File: src/hdl/clock_supervisor_pkg.sv
// Shared constants and carrier types of the main clock stop supervisor.
package clock_supervisor_pkg;

  localparam logic [31:0] MODE_ADDR   = 32'hFFFFF870;
  localparam logic [31:0] CAUSE_ADDR  = 32'hFFFFF874;
  localparam logic [31:0] STATUS_ADDR = 32'hFFFFF878;
  localparam logic [31:0] MASK_ADDR   = 32'hFFFFF87C;
  localparam logic [31:0] GUARD_ADDR  = 32'hFFFFF880;

  localparam int ENABLE_BIT = 0;
  localparam int CAUSE_BIT  = 0;
  localparam int EV_STOP    = 0;
  localparam int EV_ARMED   = 1;

  localparam logic [7:0] MODE_RESET   = 8'h00;
  localparam logic [1:0] STATUS_RESET = 2'h0;
  localparam logic [1:0] MASK_RESET   = 2'h0;

  localparam logic [1:0] RESP_OKAY   = 2'h0;
  localparam logic [1:0] RESP_SLVERR = 2'h2;

  localparam int CLK_PERIOD_NS  = 10;
  localparam int STALL_PERIODS  = 4;
  localparam int HOLD_TIME_NS   = 160;
  localparam int HOLD_CYCLES    =
    (HOLD_TIME_NS + CLK_PERIOD_NS - 1) / CLK_PERIOD_NS;

  typedef enum logic [1:0] {
    SUP_IDLE  = 2'h0,
    SUP_WATCH = 2'h1,
    SUP_HOLD  = 2'h3
  } sup_state_t;

  // Power and clock status from the clock generator, same clock domain.
  typedef struct packed {
    logic stop_mode;
    logic osc_settling;
    logic main_osc_halt;
    logic clock_select_status;
    logic internal_osc_stop;
    logic cpu_on_internal_osc_flag;
  } power_status_t;

endpackage

File: src/hdl/main_clk_edge_detect.sv
// Synchroniser and toggle edge detector for the main clock pin.
`timescale 1ns/1ns
module main_clk_edge_detect (
  // Clock and reset
  input  wire logic mclk_in,
  input  wire logic rst_in,
  // Main clock pin
  input  wire logic main_clk_in,
  // One-cycle pulse per observed main clock transition
  output logic      edge_out
);

  typedef struct packed {
    logic meta;
    logic sync;
    logic last;
    logic edge_seen;
  } det_t;

  det_t det_reg;
  det_t det_next;

  // Any transition of the synchronised level counts as activity.
  always_comb begin
    det_next           = det_reg;
    det_next.meta      = main_clk_in;
    det_next.sync      = det_reg.meta;
    det_next.last      = det_reg.sync;
    det_next.edge_seen = det_reg.sync ^ det_reg.last;
  end

  always_ff @(posedge mclk_in) begin
    if (rst_in) begin
      det_reg <= '0;
    end else begin
      det_reg <= det_next;
    end
  end

  assign edge_out = det_reg.edge_seen;

endmodule

File: src/hdl/main_clock_stop_supervisor.sv
// Main clock stop supervisor with its AXI4-Lite register slave.
//
// Notes on behaviour
// - The mode register only takes writes made through the guarded sequence.
// - The mode register is accessible as a byte or single bit.
// - Any reset clears the mode register, so monitoring starts disabled.
// - Bit 0 enables monitoring; writing 1 starts it; bits 7 to 1 read 0.
// - Once set, the enable ignores software writes of 0; only reset clears.
// - A supervisor reset clears the enable and sets the cause flag.
// - A supervisor reset leaves other reset cause flags untouched.
// - Enabled and active, a stopped main clock asserts the system reset.
// - Pin reset clears the enable; software re-enables after settling.
// - Monitoring pauses in STOP and settling and resumes by itself.
// - Main oscillator halt pauses monitoring until main clock reselected.
// - Monitoring pauses while the sampling oscillator is stopped.
// - Monitoring pauses while the CPU runs from the internal oscillator.
// - Monitoring continues in HALT, IDLE and sub-IDLE with main clock.
//
// The AXI4-Lite interface to the registers was left to the implementer.
`timescale 1ns/1ns
module main_clock_stop_supervisor (
  // Clock and reset
  input  wire logic                          mclk_in,
  input  wire logic                          rst_in,
  input  wire logic                          int_reset_in,
  // Monitored clock and chip status
  input  wire logic                          main_clk_in,
  input  wire clock_supervisor_pkg::power_status_t power_in,
  // Chip reset, monitoring state and interrupt
  output logic                               sys_reset_req_out,
  output logic                               monitoring_out,
  output logic                               irq_out,
  // AXI4-Lite write address and data
  input  wire logic [31:0]                   s_axi_awaddr,
  input  wire logic                          s_axi_awvalid,
  output logic                               s_axi_awready,
  input  wire logic [31:0]                   s_axi_wdata,
  input  wire logic [3:0]                    s_axi_wstrb,
  input  wire logic                          s_axi_wvalid,
  output logic                               s_axi_wready,
  // AXI4-Lite write response
  output logic [1:0]                         s_axi_bresp,
  output logic                               s_axi_bvalid,
  input  wire logic                          s_axi_bready,
  // AXI4-Lite read
  input  wire logic [31:0]                   s_axi_araddr,
  input  wire logic                          s_axi_arvalid,
  output logic                               s_axi_arready,
  output logic [31:0]                        s_axi_rdata,
  output logic [1:0]                         s_axi_rresp,
  output logic                               s_axi_rvalid,
  input  wire logic                          s_axi_rready
);

  typedef struct packed {
    clock_supervisor_pkg::sup_state_t state;
    logic [2:0]  stall_cnt;
    logic [4:0]  hold_cnt;
    logic        enable;
    logic        cause_flag;
    logic        halt_pause;
    logic        guard_armed;
    logic [1:0]  status;
    logic [1:0]  mask;
    logic        irq;
    logic        sys_reset;
    logic        monitoring;
    logic        aw_have;
    logic [31:0] aw_addr;
    logic        w_have;
    logic [31:0] w_data;
    logic [3:0]  w_strb;
    logic        awready;
    logic        wready;
    logic        bvalid;
    logic [1:0]  bresp;
    logic        arready;
    logic        rvalid;
    logic [31:0] rdata;
    logic [1:0]  rresp;
  } sup_t;

  localparam logic [2:0] STALL_LAST =
    3'(clock_supervisor_pkg::STALL_PERIODS - 1);
  localparam logic [4:0] HOLD_LAST =
    5'(clock_supervisor_pkg::HOLD_CYCLES - 1);

  sup_t r_reg;
  sup_t r_next;
  logic main_edge;

  main_clk_edge_detect u_edge (
    .mclk_in     (mclk_in),
    .rst_in      (rst_in),
    .main_clk_in (main_clk_in),
    .edge_out    (main_edge)
  );

  always_comb begin
    logic        active;
    logic        do_write;
    logic        do_read;
    logic        hit;
    logic        stop_ev;
    logic        arm_ev;
    logic        status_rd;
    logic [31:0] rd;
    active    = 1'b0;
    do_write  = 1'b0;
    do_read   = 1'b0;
    hit       = 1'b0;
    stop_ev   = 1'b0;
    arm_ev    = 1'b0;
    status_rd = 1'b0;
    rd        = 32'h0000_0000;
    r_next    = r_reg;

    // Halt of the main oscillator pauses until the main clock is
    // selected again; leaving subclock operation ends the pause.
    r_next.halt_pause = power_in.clock_select_status &
      (r_reg.halt_pause | power_in.main_osc_halt);

    active = r_reg.enable
           & ~power_in.stop_mode & ~power_in.osc_settling
           & ~r_reg.halt_pause
           & ~power_in.internal_osc_stop
           & ~power_in.cpu_on_internal_osc_flag;

    // Write address and data are taken in either order.
    if (s_axi_awvalid && r_reg.awready) begin
      r_next.aw_have = 1'b1;
      r_next.aw_addr = s_axi_awaddr;
    end
    if (s_axi_wvalid && r_reg.wready) begin
      r_next.w_have = 1'b1;
      r_next.w_data = s_axi_wdata;
      r_next.w_strb = s_axi_wstrb;
    end
    if (r_reg.bvalid && s_axi_bready) begin
      r_next.bvalid = 1'b0;
    end
    do_write = r_reg.aw_have && r_reg.w_have && !r_reg.bvalid;

    if (do_write) begin
      r_next.aw_have     = 1'b0;
      r_next.w_have      = 1'b0;
      r_next.bvalid      = 1'b1;
      r_next.bresp       = clock_supervisor_pkg::RESP_OKAY;
      r_next.guard_armed = 1'b0;
      hit = 1'b1;
      unique case (r_reg.aw_addr)
        clock_supervisor_pkg::MODE_ADDR: begin
          if (r_reg.guard_armed && r_reg.w_strb[0] &&
              r_reg.w_data[clock_supervisor_pkg::ENABLE_BIT]) begin
            if (!r_reg.enable) begin
              arm_ev = 1'b1;
            end
            r_next.enable = 1'b1;
          end
        end
        clock_supervisor_pkg::CAUSE_ADDR: begin
          if (r_reg.w_strb[0] &&
              !r_reg.w_data[clock_supervisor_pkg::CAUSE_BIT]) begin
            r_next.cause_flag = 1'b0;
          end
        end
        clock_supervisor_pkg::MASK_ADDR: begin
          if (r_reg.w_strb[0]) begin
            r_next.mask = r_reg.w_data[1:0];
          end
        end
        clock_supervisor_pkg::GUARD_ADDR: begin
          r_next.guard_armed = 1'b1;
        end
        default: begin
          hit          = 1'b0;
          r_next.bresp = clock_supervisor_pkg::RESP_SLVERR;
        end
      endcase
    end

    // Reads answer one cycle after the address is taken.
    if (r_reg.rvalid && s_axi_rready) begin
      r_next.rvalid = 1'b0;
    end
    do_read = s_axi_arvalid && r_reg.arready;
    if (do_read) begin
      r_next.rvalid = 1'b1;
      r_next.rresp  = clock_supervisor_pkg::RESP_OKAY;
      unique case (s_axi_araddr)
        clock_supervisor_pkg::MODE_ADDR: begin
          rd[0] = r_reg.enable;
        end
        clock_supervisor_pkg::CAUSE_ADDR: begin
          rd[0] = r_reg.cause_flag;
        end
        clock_supervisor_pkg::STATUS_ADDR: begin
          rd[1:0]   = r_reg.status;
          status_rd = 1'b1;
        end
        clock_supervisor_pkg::MASK_ADDR: begin
          rd[1:0] = r_reg.mask;
        end
        clock_supervisor_pkg::GUARD_ADDR: begin
          rd = 32'h0000_0000;
        end
        default: begin
          r_next.rresp = clock_supervisor_pkg::RESP_SLVERR;
        end
      endcase
      r_next.rdata = rd;
    end

    // Stop detector and reset hold.
    r_next.sys_reset = 1'b0;
    unique case (r_reg.state)
      clock_supervisor_pkg::SUP_IDLE: begin
        r_next.stall_cnt = 3'h0;
        if (active) begin
          r_next.state = clock_supervisor_pkg::SUP_WATCH;
        end
      end
      clock_supervisor_pkg::SUP_WATCH: begin
        if (!active) begin
          r_next.state = clock_supervisor_pkg::SUP_IDLE;
        end else if (main_edge) begin
          r_next.stall_cnt = 3'h0;
        end else if (r_reg.stall_cnt == STALL_LAST) begin
          r_next.state      = clock_supervisor_pkg::SUP_HOLD;
          r_next.hold_cnt   = 5'h00;
          r_next.sys_reset  = 1'b1;
          r_next.cause_flag = 1'b1;
          stop_ev           = 1'b1;
        end else begin
          r_next.stall_cnt = r_reg.stall_cnt + 3'h1;
        end
      end
      clock_supervisor_pkg::SUP_HOLD: begin
        r_next.enable = 1'b0;
        if (r_reg.hold_cnt == HOLD_LAST) begin
          r_next.state = clock_supervisor_pkg::SUP_IDLE;
        end else begin
          r_next.hold_cnt  = r_reg.hold_cnt + 5'h01;
          r_next.sys_reset = 1'b1;
        end
      end
      default: begin
        r_next.state = clock_supervisor_pkg::SUP_IDLE;
      end
    endcase
    if (stop_ev) begin
      r_next.enable = 1'b0;
    end
    r_next.monitoring =
      (r_next.state == clock_supervisor_pkg::SUP_WATCH);

    // Events set status bits; a read clears them, a new event wins.
    r_next.status = (status_rd ? 2'h0 : r_reg.status)
                  | {arm_ev, stop_ev};
    r_next.irq = |(r_next.status & r_next.mask);

    r_next.awready = !r_next.aw_have && !r_next.bvalid;
    r_next.wready  = !r_next.w_have && !r_next.bvalid;
    r_next.arready = !r_next.rvalid;

    // Another internal reset clears the mode register but keeps the cause.
    if (int_reset_in) begin
      r_next.enable      = clock_supervisor_pkg::MODE_RESET[0];
      r_next.guard_armed = 1'b0;
    end
  end

  always_ff @(posedge mclk_in) begin
    if (rst_in) begin
      r_reg         <= '0;
      r_reg.state   <= clock_supervisor_pkg::SUP_IDLE;
      r_reg.enable  <= clock_supervisor_pkg::MODE_RESET[0];
      r_reg.status  <= clock_supervisor_pkg::STATUS_RESET;
      r_reg.mask    <= clock_supervisor_pkg::MASK_RESET;
      r_reg.awready <= 1'b1;
      r_reg.wready  <= 1'b1;
      r_reg.arready <= 1'b1;
    end else begin
      r_reg <= r_next;
    end
  end

  assign sys_reset_req_out = r_reg.sys_reset;
  assign monitoring_out    = r_reg.monitoring;
  assign irq_out           = r_reg.irq;
  assign s_axi_awready     = r_reg.awready;
  assign s_axi_wready      = r_reg.wready;
  assign s_axi_bvalid      = r_reg.bvalid;
  assign s_axi_bresp       = r_reg.bresp;
  assign s_axi_arready     = r_reg.arready;
  assign s_axi_rvalid      = r_reg.rvalid;
  assign s_axi_rdata       = r_reg.rdata;
  assign s_axi_rresp       = r_reg.rresp;

endmodule

File: config.mk
export PLATFORM = sky130hd
export DESIGN_NAME = main_clock_stop_supervisor
export DESIGN_NICKNAME = d
export VERILOG_FILES = /design/src/hdl/clock_supervisor_pkg.sv /design/src/hdl/main_clk_edge_detect.sv /design/src/hdl/main_clock_stop_supervisor.sv
export SDC_FILE = /design/constraint.sdc
export NUM_CORES = 1
export LEC_CHECK = 0
export BUFFER_PORTS_ARGS = -buffer_cell sky130_fd_sc_hd__buf_2
export CAP_MARGIN = 15
export CORE_MARGIN = 2
export CORE_UTILIZATION = 49
export DETAILED_ROUTE_END_ITERATION = 10
export PLACE_DENSITY = 0.92
export SETUP_SLACK_MARGIN = 0.4
export SYNTH_ARGS = -nofsm -noshare
export SYNTH_HDL_FRONTEND = slang
export SYNTH_SLANG_ARGS = --single-unit
export TNS_END_PERCENT = 20
File: constraint.sdc
create_clock -name mclk_in -period 3.1 [get_ports mclk_in]
set_clock_uncertainty 0.05 [all_clocks]
set_input_delay 0.62 -clock mclk_in [delete_from_list [all_inputs] [get_ports mclk_in]]
set_output_delay 0.62 -clock mclk_in [all_outputs]
set_load 0.1 [all_outputs]
==> impl_summary.txt, run 1 <==
----------------------------------------------------
[Setup path]
  Highest net fanout along the worst path ... 8
  Classification of the worst setup path ... flop to flop
  Type of destination of the critical path ... flop
  Critical path required time ... 3260 ps
  Arrival @ worst endpoint ... 2210 ps
  Kind of start point of the critical path ... flop
  Worst reg2reg setup slack ... 1040 ps

[STA]
  Rel. slew slack ... 36.8%
  Pin slew with the least headroom to its limit ... 946 ps
  Final Max Tran Viols ... 0
  Fin crit share ... 66.3%
  Count of final setup violators ... 0
  RSZ-0062 raised after global routing ... false
  Fmax ... 486 MHz
  Hold Fails Final Rpt ... 0
  Min Tclk post-route ... 2060 ps
  Least setup slack across all paths after layout ... 1040 ps
  Setup TNS after final layout ... 0 ps

[Logic synthesis]
  Most used flip-flop cell after synthesis ... sky130_fd_sc_hd__dfxtp_1
  Synth warn ... 0
  Synth Area in Compound Gates ... 11.5%
  Adder and majority gate portion of the synthesized area ... 1.57%
  Post-Synth XOR/XNOR Area ... 0.275%
  Multiplexer area fraction after synthesis ... 2.64%
  Count of mapped cells out of synthesis ... 379
  Cell taking the most area after synthesis ... sky130_fd_sc_hd__dfxtp_1
  Synth top area share ... 44.7%
  Number of synthesized register bits ... 71
  Asr flop ratio synth ... 0%
  Top cells by area in the synthesized netlist ... sky130_fd_sc_hd__dfxtp_1 45%, sky130_fd_sc_hd__nand2_1 9.3%, sky130_fd_sc_hd__buf_4 8.5%
  Sequential fraction of the synthesis area ... 44.7%
  Average size of a mapped cell ... 8.39 um2
  Post-synth EDFFs ... 0
  Number of different library cells in the post-synthesis netlist ... 47
  Main combinational cell family by area after synthesis ... simple AND/OR/NAND/NOR gates
  Post-synthesis instance area ... 3180 um2
  Share of synthesized cell area in and, or, nand and nor gates ... 27.6%

[Routing]
  Wire length reported by the detailed router ... 6620 um
  Post-route ant nets ... 0
  Wire length per cell after detailed routing ... 12.1 um
  Number of vias per cell after detailed routing ... 5.04
  First-iteration detailed-routing DRC count ... 168
  Vias ... 2755
  Length of the first detailed-routing pass in iterations ... 4
  DRC violations left ... 0

[Finish]
  Finished Layout Cells ... 547
  Share of layout cells above drive strength 1 ... 26.0%
  Post-layout nets ... 584
  Signed area change from the synthesized netlist to the final layout ... 18.3%
  Diode insertion count for antenna repair ... 0
  Max reg flops ... 55

[Clock tree]
  Number of clock sinks ... 71
  Post-cts repair resize count ... 0
  Clk root buf ... sky130_fd_sc_hd__clkbuf_8
  Clock network latency to the later pin of the worst-skew pair ... 340 ps
  Number of buffers created by CTS ... 9
  Number of buffers added to fix hold violations after cts ... 0
  Clock edge transition at the registers on the reported setup and hold paths ... 80 ps
  Number of levels the H-tree was split into ... 3
  Buffer count from post-CTS setup fixing ... 0
  Clock tree from TritonCTS ... yes
  Largest buffer count on any clock path ... 2

[Global route]
  Largest net degree at the start of global routing ... 36
  Leftover overflow at the end of global routing ... 0
  Antenna violations before repair ... 0
  Global-route wire length before repair ... 11000 um
  Total GRT Usage ... 18.8%
  Via count of the first global-routing pass ... 2688

[Die]
  I/O pin count ... 159
  Die Y ... 84.6 um
  Starting density of the core ... 50.4%
  DIE WIDTH ... 84.6 um
  Die footprint ... 7150 um2
  Area of the placeable core ... 6310 um2
  Standard-cell row count ... 29

[Run status]
  Status ... finished clean

[Flow run]
  Number of max-cap violations ... 0

[Placement]
  Number of cells in the design after placement ... 531
  Placement-stage worst setup slack ... 809 ps
  DP HPWL ... 5030 um
  Routability Congestion ... 0.803
  Port Buffers ... 93

[Hold path]
  Hold/Removal Path Class ... flop to flop

[Pwr]
  Largest voltage drop on the vdd net ... 0.000407 V
  Static power due to leakage ... 0.00172 uW
  PwrDens ... 584 nW/um2

----------------------------------------------------
[power breakdown]
part / internal (uW) / leakage [uW] / switching [uW] / total [uW]
clock: 472 / 0.000116 / 337 / 809
sequential: 958 / 0.000580 / 31.1 / 989
combinational: 81.4 / 0.00102 / 317 / 398
total: 1510 / 0.00172 / 685 / 2200
[synth_stat cells, types with 2 or more instances]
master	number
sky130_fd_sc_hd__a31oi_1	4
sky130_fd_sc_hd__nor4_1	3
sky130_fd_sc_hd__buf_4	36
sky130_fd_sc_hd__a2bb2oi_1	2
sky130_fd_sc_hd__nand3b_1	3
sky130_fd_sc_hd__and3_1	3
sky130_fd_sc_hd__buf_1	4
sky130_fd_sc_hd__o41ai_1	2
sky130_fd_sc_hd__dfxtp_1	71
sky130_fd_sc_hd__nand3_1	5
sky130_fd_sc_hd__nand2b_1	3
sky130_fd_sc_hd__nor2b_1	4
sky130_fd_sc_hd__nor3b_1	2
sky130_fd_sc_hd__and2_1	3
sky130_fd_sc_hd__o21ai_0	2
sky130_fd_sc_hd__nand2_1	79
sky130_fd_sc_hd__clkbuf_1	10
sky130_fd_sc_hd__inv_1	9
sky130_fd_sc_hd__o21ai_1	3
sky130_fd_sc_hd__ha_1	4
sky130_fd_sc_hd__nand4_1	10
sky130_fd_sc_hd__nand4b_1	7
sky130_fd_sc_hd__nor3_1	7
sky130_fd_sc_hd__and4b_1	2
sky130_fd_sc_hd__nor2_1	27
sky130_fd_sc_hd__a21oi_1	49
sky130_fd_sc_hd__mux2i_1	5
[routing by layer]
layer,GRT usage (%),vias up,wire length (um)
met5,0,-,0
met4,7.65,0,146
met3,5.21,12,476
met2,34.9,99,3240
met1,19.9,1242,2760
li1,-,1402,-
[cell usage in the layout, fill, tap and decap left out, types with 2 or more instances in the layout]
cell type                    n
sky130_fd_sc_hd__dfxtp_1    71
sky130_fd_sc_hd__o41ai_1     2
sky130_fd_sc_hd__nand4b_1    7
sky130_fd_sc_hd__and3_1      3
sky130_fd_sc_hd__a21oi_1    49
sky130_fd_sc_hd__nor3_1      7
sky130_fd_sc_hd__buf_4       2
sky130_fd_sc_hd__clkinv_2    3
sky130_fd_sc_hd__nor4_1      3
sky130_fd_sc_hd__nand3_1     5
sky130_fd_sc_hd__nand3b_1    3
sky130_fd_sc_hd__nand4_1    10
sky130_fd_sc_hd__and4b_1     2
sky130_fd_sc_hd__clkbuf_8   10
sky130_fd_sc_hd__o21ai_1     3
sky130_fd_sc_hd__inv_1       9
sky130_fd_sc_hd__buf_2      93
sky130_fd_sc_hd__nor2_1     27
sky130_fd_sc_hd__and2_1      3
sky130_fd_sc_hd__nor3b_1     2
sky130_fd_sc_hd__conb_1     32
sky130_fd_sc_hd__mux2i_1     5
sky130_fd_sc_hd__nand2_1    79
sky130_fd_sc_hd__a31oi_1     4
sky130_fd_sc_hd__o21ai_0     2
sky130_fd_sc_hd__ha_1        4
sky130_fd_sc_hd__a2bb2oi_1   2
sky130_fd_sc_hd__nor2b_1     4
sky130_fd_sc_hd__nand2b_1    3
sky130_fd_sc_hd__bufinv_16   2
[worst paths after layout]
path,start,to,depth (start not counted)
max reg2reg,r_reg[127],r_reg[126],7
max,r_reg[127],r_reg[126],7
min,u_edge.det_next[2],u_edge.det_next[1],1
min reg2reg,u_edge.det_next[2],u_edge.det_next[1],1
[cells by family (layout without fill, tap and decap cells)]
| kind of cell | Yosys count | after routing |
|---|---|---|
| buf+inv | 60 | 120 |
| compound gates | 65 | 65 |
| mux | 7 | 7 |
| xor+xnor | 1 | 1 |
| simple gates | 170 | 170 |
| other cells | 1 | 32 |
| flops | 71 | 71 |
| fa+ha+maj | 4 | 4 |
[worst max-delay path, stage by stage (launching register included)]
cell and delay [ps]:
sky130_fd_sc_hd__dfxtp_1 330, sky130_fd_sc_hd__ha_1 210, sky130_fd_sc_hd__ha_1 210, sky130_fd_sc_hd__nor3b_1 140, sky130_fd_sc_hd__and3_1 180, sky130_fd_sc_hd__o21ai_1 480
sky130_fd_sc_hd__mux2i_1 270, sky130_fd_sc_hd__nor2_1 50
[per-stage QoR]
stage,instance area (um2),util (%),hold WS [ps],total power (uW)
detailed placement,3540,56.0,384,1410
floorplan,3300,-,364,1360
CTS,3760,59.6,406,2210
finish,3760,59.6,399,2200
global placement,3540,56.0,384,1400
global route,3760,59.6,411,2280
[final cells by class]
class / count / area [um2]
fillers: 582 / 2550
multi-input cells: 279 / 1510
flip-flops and latches: 71 / 1420
repair buffers: 95 / 480
clock buffers: 10 / 138
well taps: 77 / 96.3
clock inverters: 6 / 83.8
inverters: 9 / 33.8
Power figures use the tool's default switching activity.
==> run 2: changes to the inputs <==
- CORE_UTILIZATION: 49 -> 41
- PLACE_DENSITY: 0.92 -> 0.83
- clock period: 3.1 -> 1.65 ns (I/O delays scaled with it)
==> run 2 against run 1 <==
Compared with the run above:
- the flow now finishes with violations (negative setup slack)
- critical path depth fell by 1
- first-iteration DRC count decreased by 36%
- flip-flop and latch count unchanged
- sequential power grew 89%
- sequential share of layout area shrank 4.7 points
- clock power is 80% higher
- count of clock-buffer cells in the layout up 1
- wire length grew 17%
- critical endpoint is now r_reg[120]
- highest routed layer unchanged
==> impl_summary.txt, run 2 (synthesis results as in run 1) <==
----------------------------------------------------
[Pwr]
  Comb pwr share ... 19.7% (was 18.1%)
  Switch Pwr ... 1310 uW (was 685 uW)
  PwrDens ... 947 nW/um2 (was 584 nW/um2)
  Share of power burned in registers ... 45.2% (was 45.0%)
  Largest voltage drop on the vdd net ... 0.000603 V (was 0.000407 V)
  Pint ... 2830 uW (was 1510 uW)
  Total chip power ... 4140 uW (was 2200 uW)
  Switching part of the total ... 31.6% (was 31.2%)
  Static power due to leakage ... 0.00190 uW (was 0.00172 uW)
  Clock network fraction of total power ... 35.1% (was 36.8%)

[Routing]
  Post-route ant nets ... 0 (unchanged)
  Wire length reported by the detailed router ... 7720 um (was 6620 um)
  Wire length per cell after detailed routing ... 13.1 um (was 12.1 um)
  Vias ... 2918 (was 2755)
  First-iteration detailed-routing DRC count ... 108 (was 168)
  Length of the first detailed-routing pass in iterations ... 4 (unchanged)
  DRC violations left ... 0 (unchanged)
  Number of vias per cell after detailed routing ... 4.94 (was 5.04)

[Run status]
  Status ... finished with violations (was finished clean)
  Violations in the final reports ... negative setup slack

[Finish]
  Share of layout cells above drive strength 1 ... 37.2% (was 26.0%)
  Most frequent standard cell in the layout excluding fill and tap cells ... sky130_fd_sc_hd__buf_2 (unchanged)
  Finished Layout Cells ... 591 (was 547)
  Fillers ... 674 (was 582)
  Area of all sequential standard cells ... 1450 um2 (was 1420 um2)
  Leading cell types in the layout, fill and taps excluded ... 81 x sky130_fd_sc_hd__buf_2, 78 x sky130_fd_sc_hd__nand2_1, 56 x sky130_fd_sc_hd__dfxtp_1 (was 93 x sky130_fd_sc_hd__buf_2, 79 x sky130_fd_sc_hd__nand2_1, 71 x sky130_fd_sc_hd__dfxtp_1)
  Post-layout nets ... 603 (was 584)
  Area of the multi-input gates ... 1730 um2 (was 1510 um2)
  Max reg flops ... 55 (unchanged)
  Diode insertion count for antenna repair ... 0 (unchanged)
  Signed area change from the synthesized netlist to the final layout ... 37.6% (was 18.3%)

[Setup path]
  Start of the worst register-to-register path ... r_reg[86] (was r_reg[127])
  Critical path required time ... 1830 ps (was 3260 ps)
  Type of destination of the critical path ... flop (unchanged)
  Classification of the worst setup path ... flop to flop (unchanged)
  Number of cell instances on the worst register-to-register path ... 6 (was 7)
  Capturing point of the worst reg2reg path ... r_reg[120] (was r_reg[126])
  Arrival @ worst endpoint ... 2080 ps (was 2210 ps)
  Highest net fanout along the worst path ... 3 (was 8)
  Kind of start point of the critical path ... flop (unchanged)
  Worst reg2reg setup slack ... -250 ps (was 1040 ps)

[STA]
  Least setup slack across all paths after layout ... -248 ps (was 1040 ps)
  Setup TNS after final layout ... -1180 ps (was 0 ps)
  Hold Fails Final Rpt ... 0 (unchanged)
  Fmax ... 527 MHz (was 486 MHz)
  Min Tclk post-route ... 1900 ps (was 2060 ps)
  Fin crit share ... 115% (was 66.3%)
  RSZ-0062 raised after global routing ... true (was false)
  Worst hold-check slack ... 155 ps (was 399 ps)
  Count of final setup violators ... 10 (was 0)
  Final Max Tran Viols ... 0 (unchanged)

[Clock tree]
  Clk root buf ... sky130_fd_sc_hd__clkbuf_8 (unchanged)
  Largest buffer count on any clock path ... 2 (unchanged)
  Clock edge transition at the registers on the reported setup and hold paths ... 70 ps (was 80 ps)
  Number of clock sinks ... 71 (unchanged)
  Clock tree from TritonCTS ... yes (unchanged)
  Number of levels the H-tree was split into ... 3 (unchanged)
  Number of buffers added to fix hold violations after cts ... 0 (unchanged)
  Clock network latency to the later pin of the worst-skew pair ... 340 ps (about the same)
  Number of buffers created by CTS ... 9 (unchanged)

[Die]
  DIE WIDTH ... 92.1 um (was 84.6 um)
  Area of the placeable core ... 7610 um2 (was 6310 um2)
  I/O pin count ... 159 (unchanged)
  Standard-cell row count ... 32 (was 29)
  Starting density of the core ... 41.8% (was 50.4%)
  Die Y ... 92.1 um (was 84.6 um)
  Die footprint ... 8480 um2 (was 7150 um2)

[Global route]
  Total GRT Usage ... 18.1% (was 18.8%)
  Largest net degree at the start of global routing ... 33 (was 36)
  Leftover overflow at the end of global routing ... 0 (unchanged)
  Antenna violations before repair ... 0 (unchanged)
  Global-route wire length before repair ... 12200 um (was 11000 um)
  Via count of the first global-routing pass ... 2795 (was 2688)

[Placement]
  Number of cells in the design after placement ... 573 (was 531)
  Routability Congestion ... 0.778 (was 0.803)
  DP HPWL ... 5400 um (was 5030 um)
  Port Buffers ... 93 (unchanged)
  Placement-stage worst setup slack ... -232 ps (was 809 ps)

[Hold path]
  Hold/Removal Path Class ... input port to flop (was flop to flop)
  Worst hold path stage count ... 2 (was 1)
  End point of the most critical hold path ... r_reg[119] (was u_edge.det_next[1])
  Worst Hold Launch ... power_in[3] (was u_edge.det_next[2])

[Flow run]
  Number of max-cap violations ... 0 (unchanged)

----------------------------------------------------
==> run 2: cell types whose count changed in the layout (fill, tap and decap cells not counted), moves of 5 or more <==
| cell | delta |
|---|---|
| sky130_fd_sc_hd__buf_12 | +12 |
| sky130_fd_sc_hd__buf_2 | -12 |
| sky130_fd_sc_hd__buf_4 | +14 |
| sky130_fd_sc_hd__buf_6 | +5 |
| sky130_fd_sc_hd__dfxtp_1 | -15 |
| sky130_fd_sc_hd__dfxtp_2 | +12 |
==> run 2: final cells by class <==
cell class / instances / area share, %
multi-input cells: 279 / 39.5
flip-flops and latches: 71 / 33.1
repair buffers: 114 / 18.8
clock buffers: 11 / 3.72
well taps: 102 / 2.92
clock inverters: 5 / 1.23
inverters: 9 / 0.772
==> run 2: repair_timing <==
action,CTS,global route
pin swaps,25,22
resized for setup,83,20
setup buffers,2,0
endpoints found under the setup margin,34,49
==> run 2: worst max-delay path by stage <==
stage / startpoint / end / depth (start not counted)
floorplan: r_reg[86] / irq_out / 5
global placement: r_reg[86] / irq_out / 5
detailed placement: r_reg[86] / irq_out / 5
CTS: r_reg[86] / irq_out / 5
global route: r_reg[86] / irq_out / 5
finish: r_reg[86] / r_reg[120] / 6
==> run 2: metal layers <==
metal	vias to the layer above	track usage [%]	wire length, um
met2	121	33.8	4030
li1	1435	-	-
met1	1349	19.2	3070
met5	-	0	0
met4	0	6.22	126
met3	13	5.59	498
==> run 2: power groups by stage <==
stage                     registers, uW  clock network, uW  logic (uW)
after floorplan                    1970                  0         599
after global placement             1890                  0         753
after detailed placement           1900                  0         764
after CTS                          1870               1490         814
after global routing               1880               1580         865
final                              1870               1460         816
==> run 2: worst max-delay path, stage by stage, from the launching register on <==
cell and delay [ps]:
sky130_fd_sc_hd__dfxtp_2 320, sky130_fd_sc_hd__or4b_4 540, sky130_fd_sc_hd__nor4_4 210, sky130_fd_sc_hd__buf_4 180
sky130_fd_sc_hd__nand2_4 60, sky130_fd_sc_hd__o41ai_4 310, sky130_fd_sc_hd__a21oi_1 100
==> run 2: per-stage QoR <==
stage	utilization [%]	area (um2)
floorplan	-	3340
CTS	56.3	4280
detailed placement	48.9	3720
global placement	48.9	3720
finish	57.5	4370
global route	57.5	4370
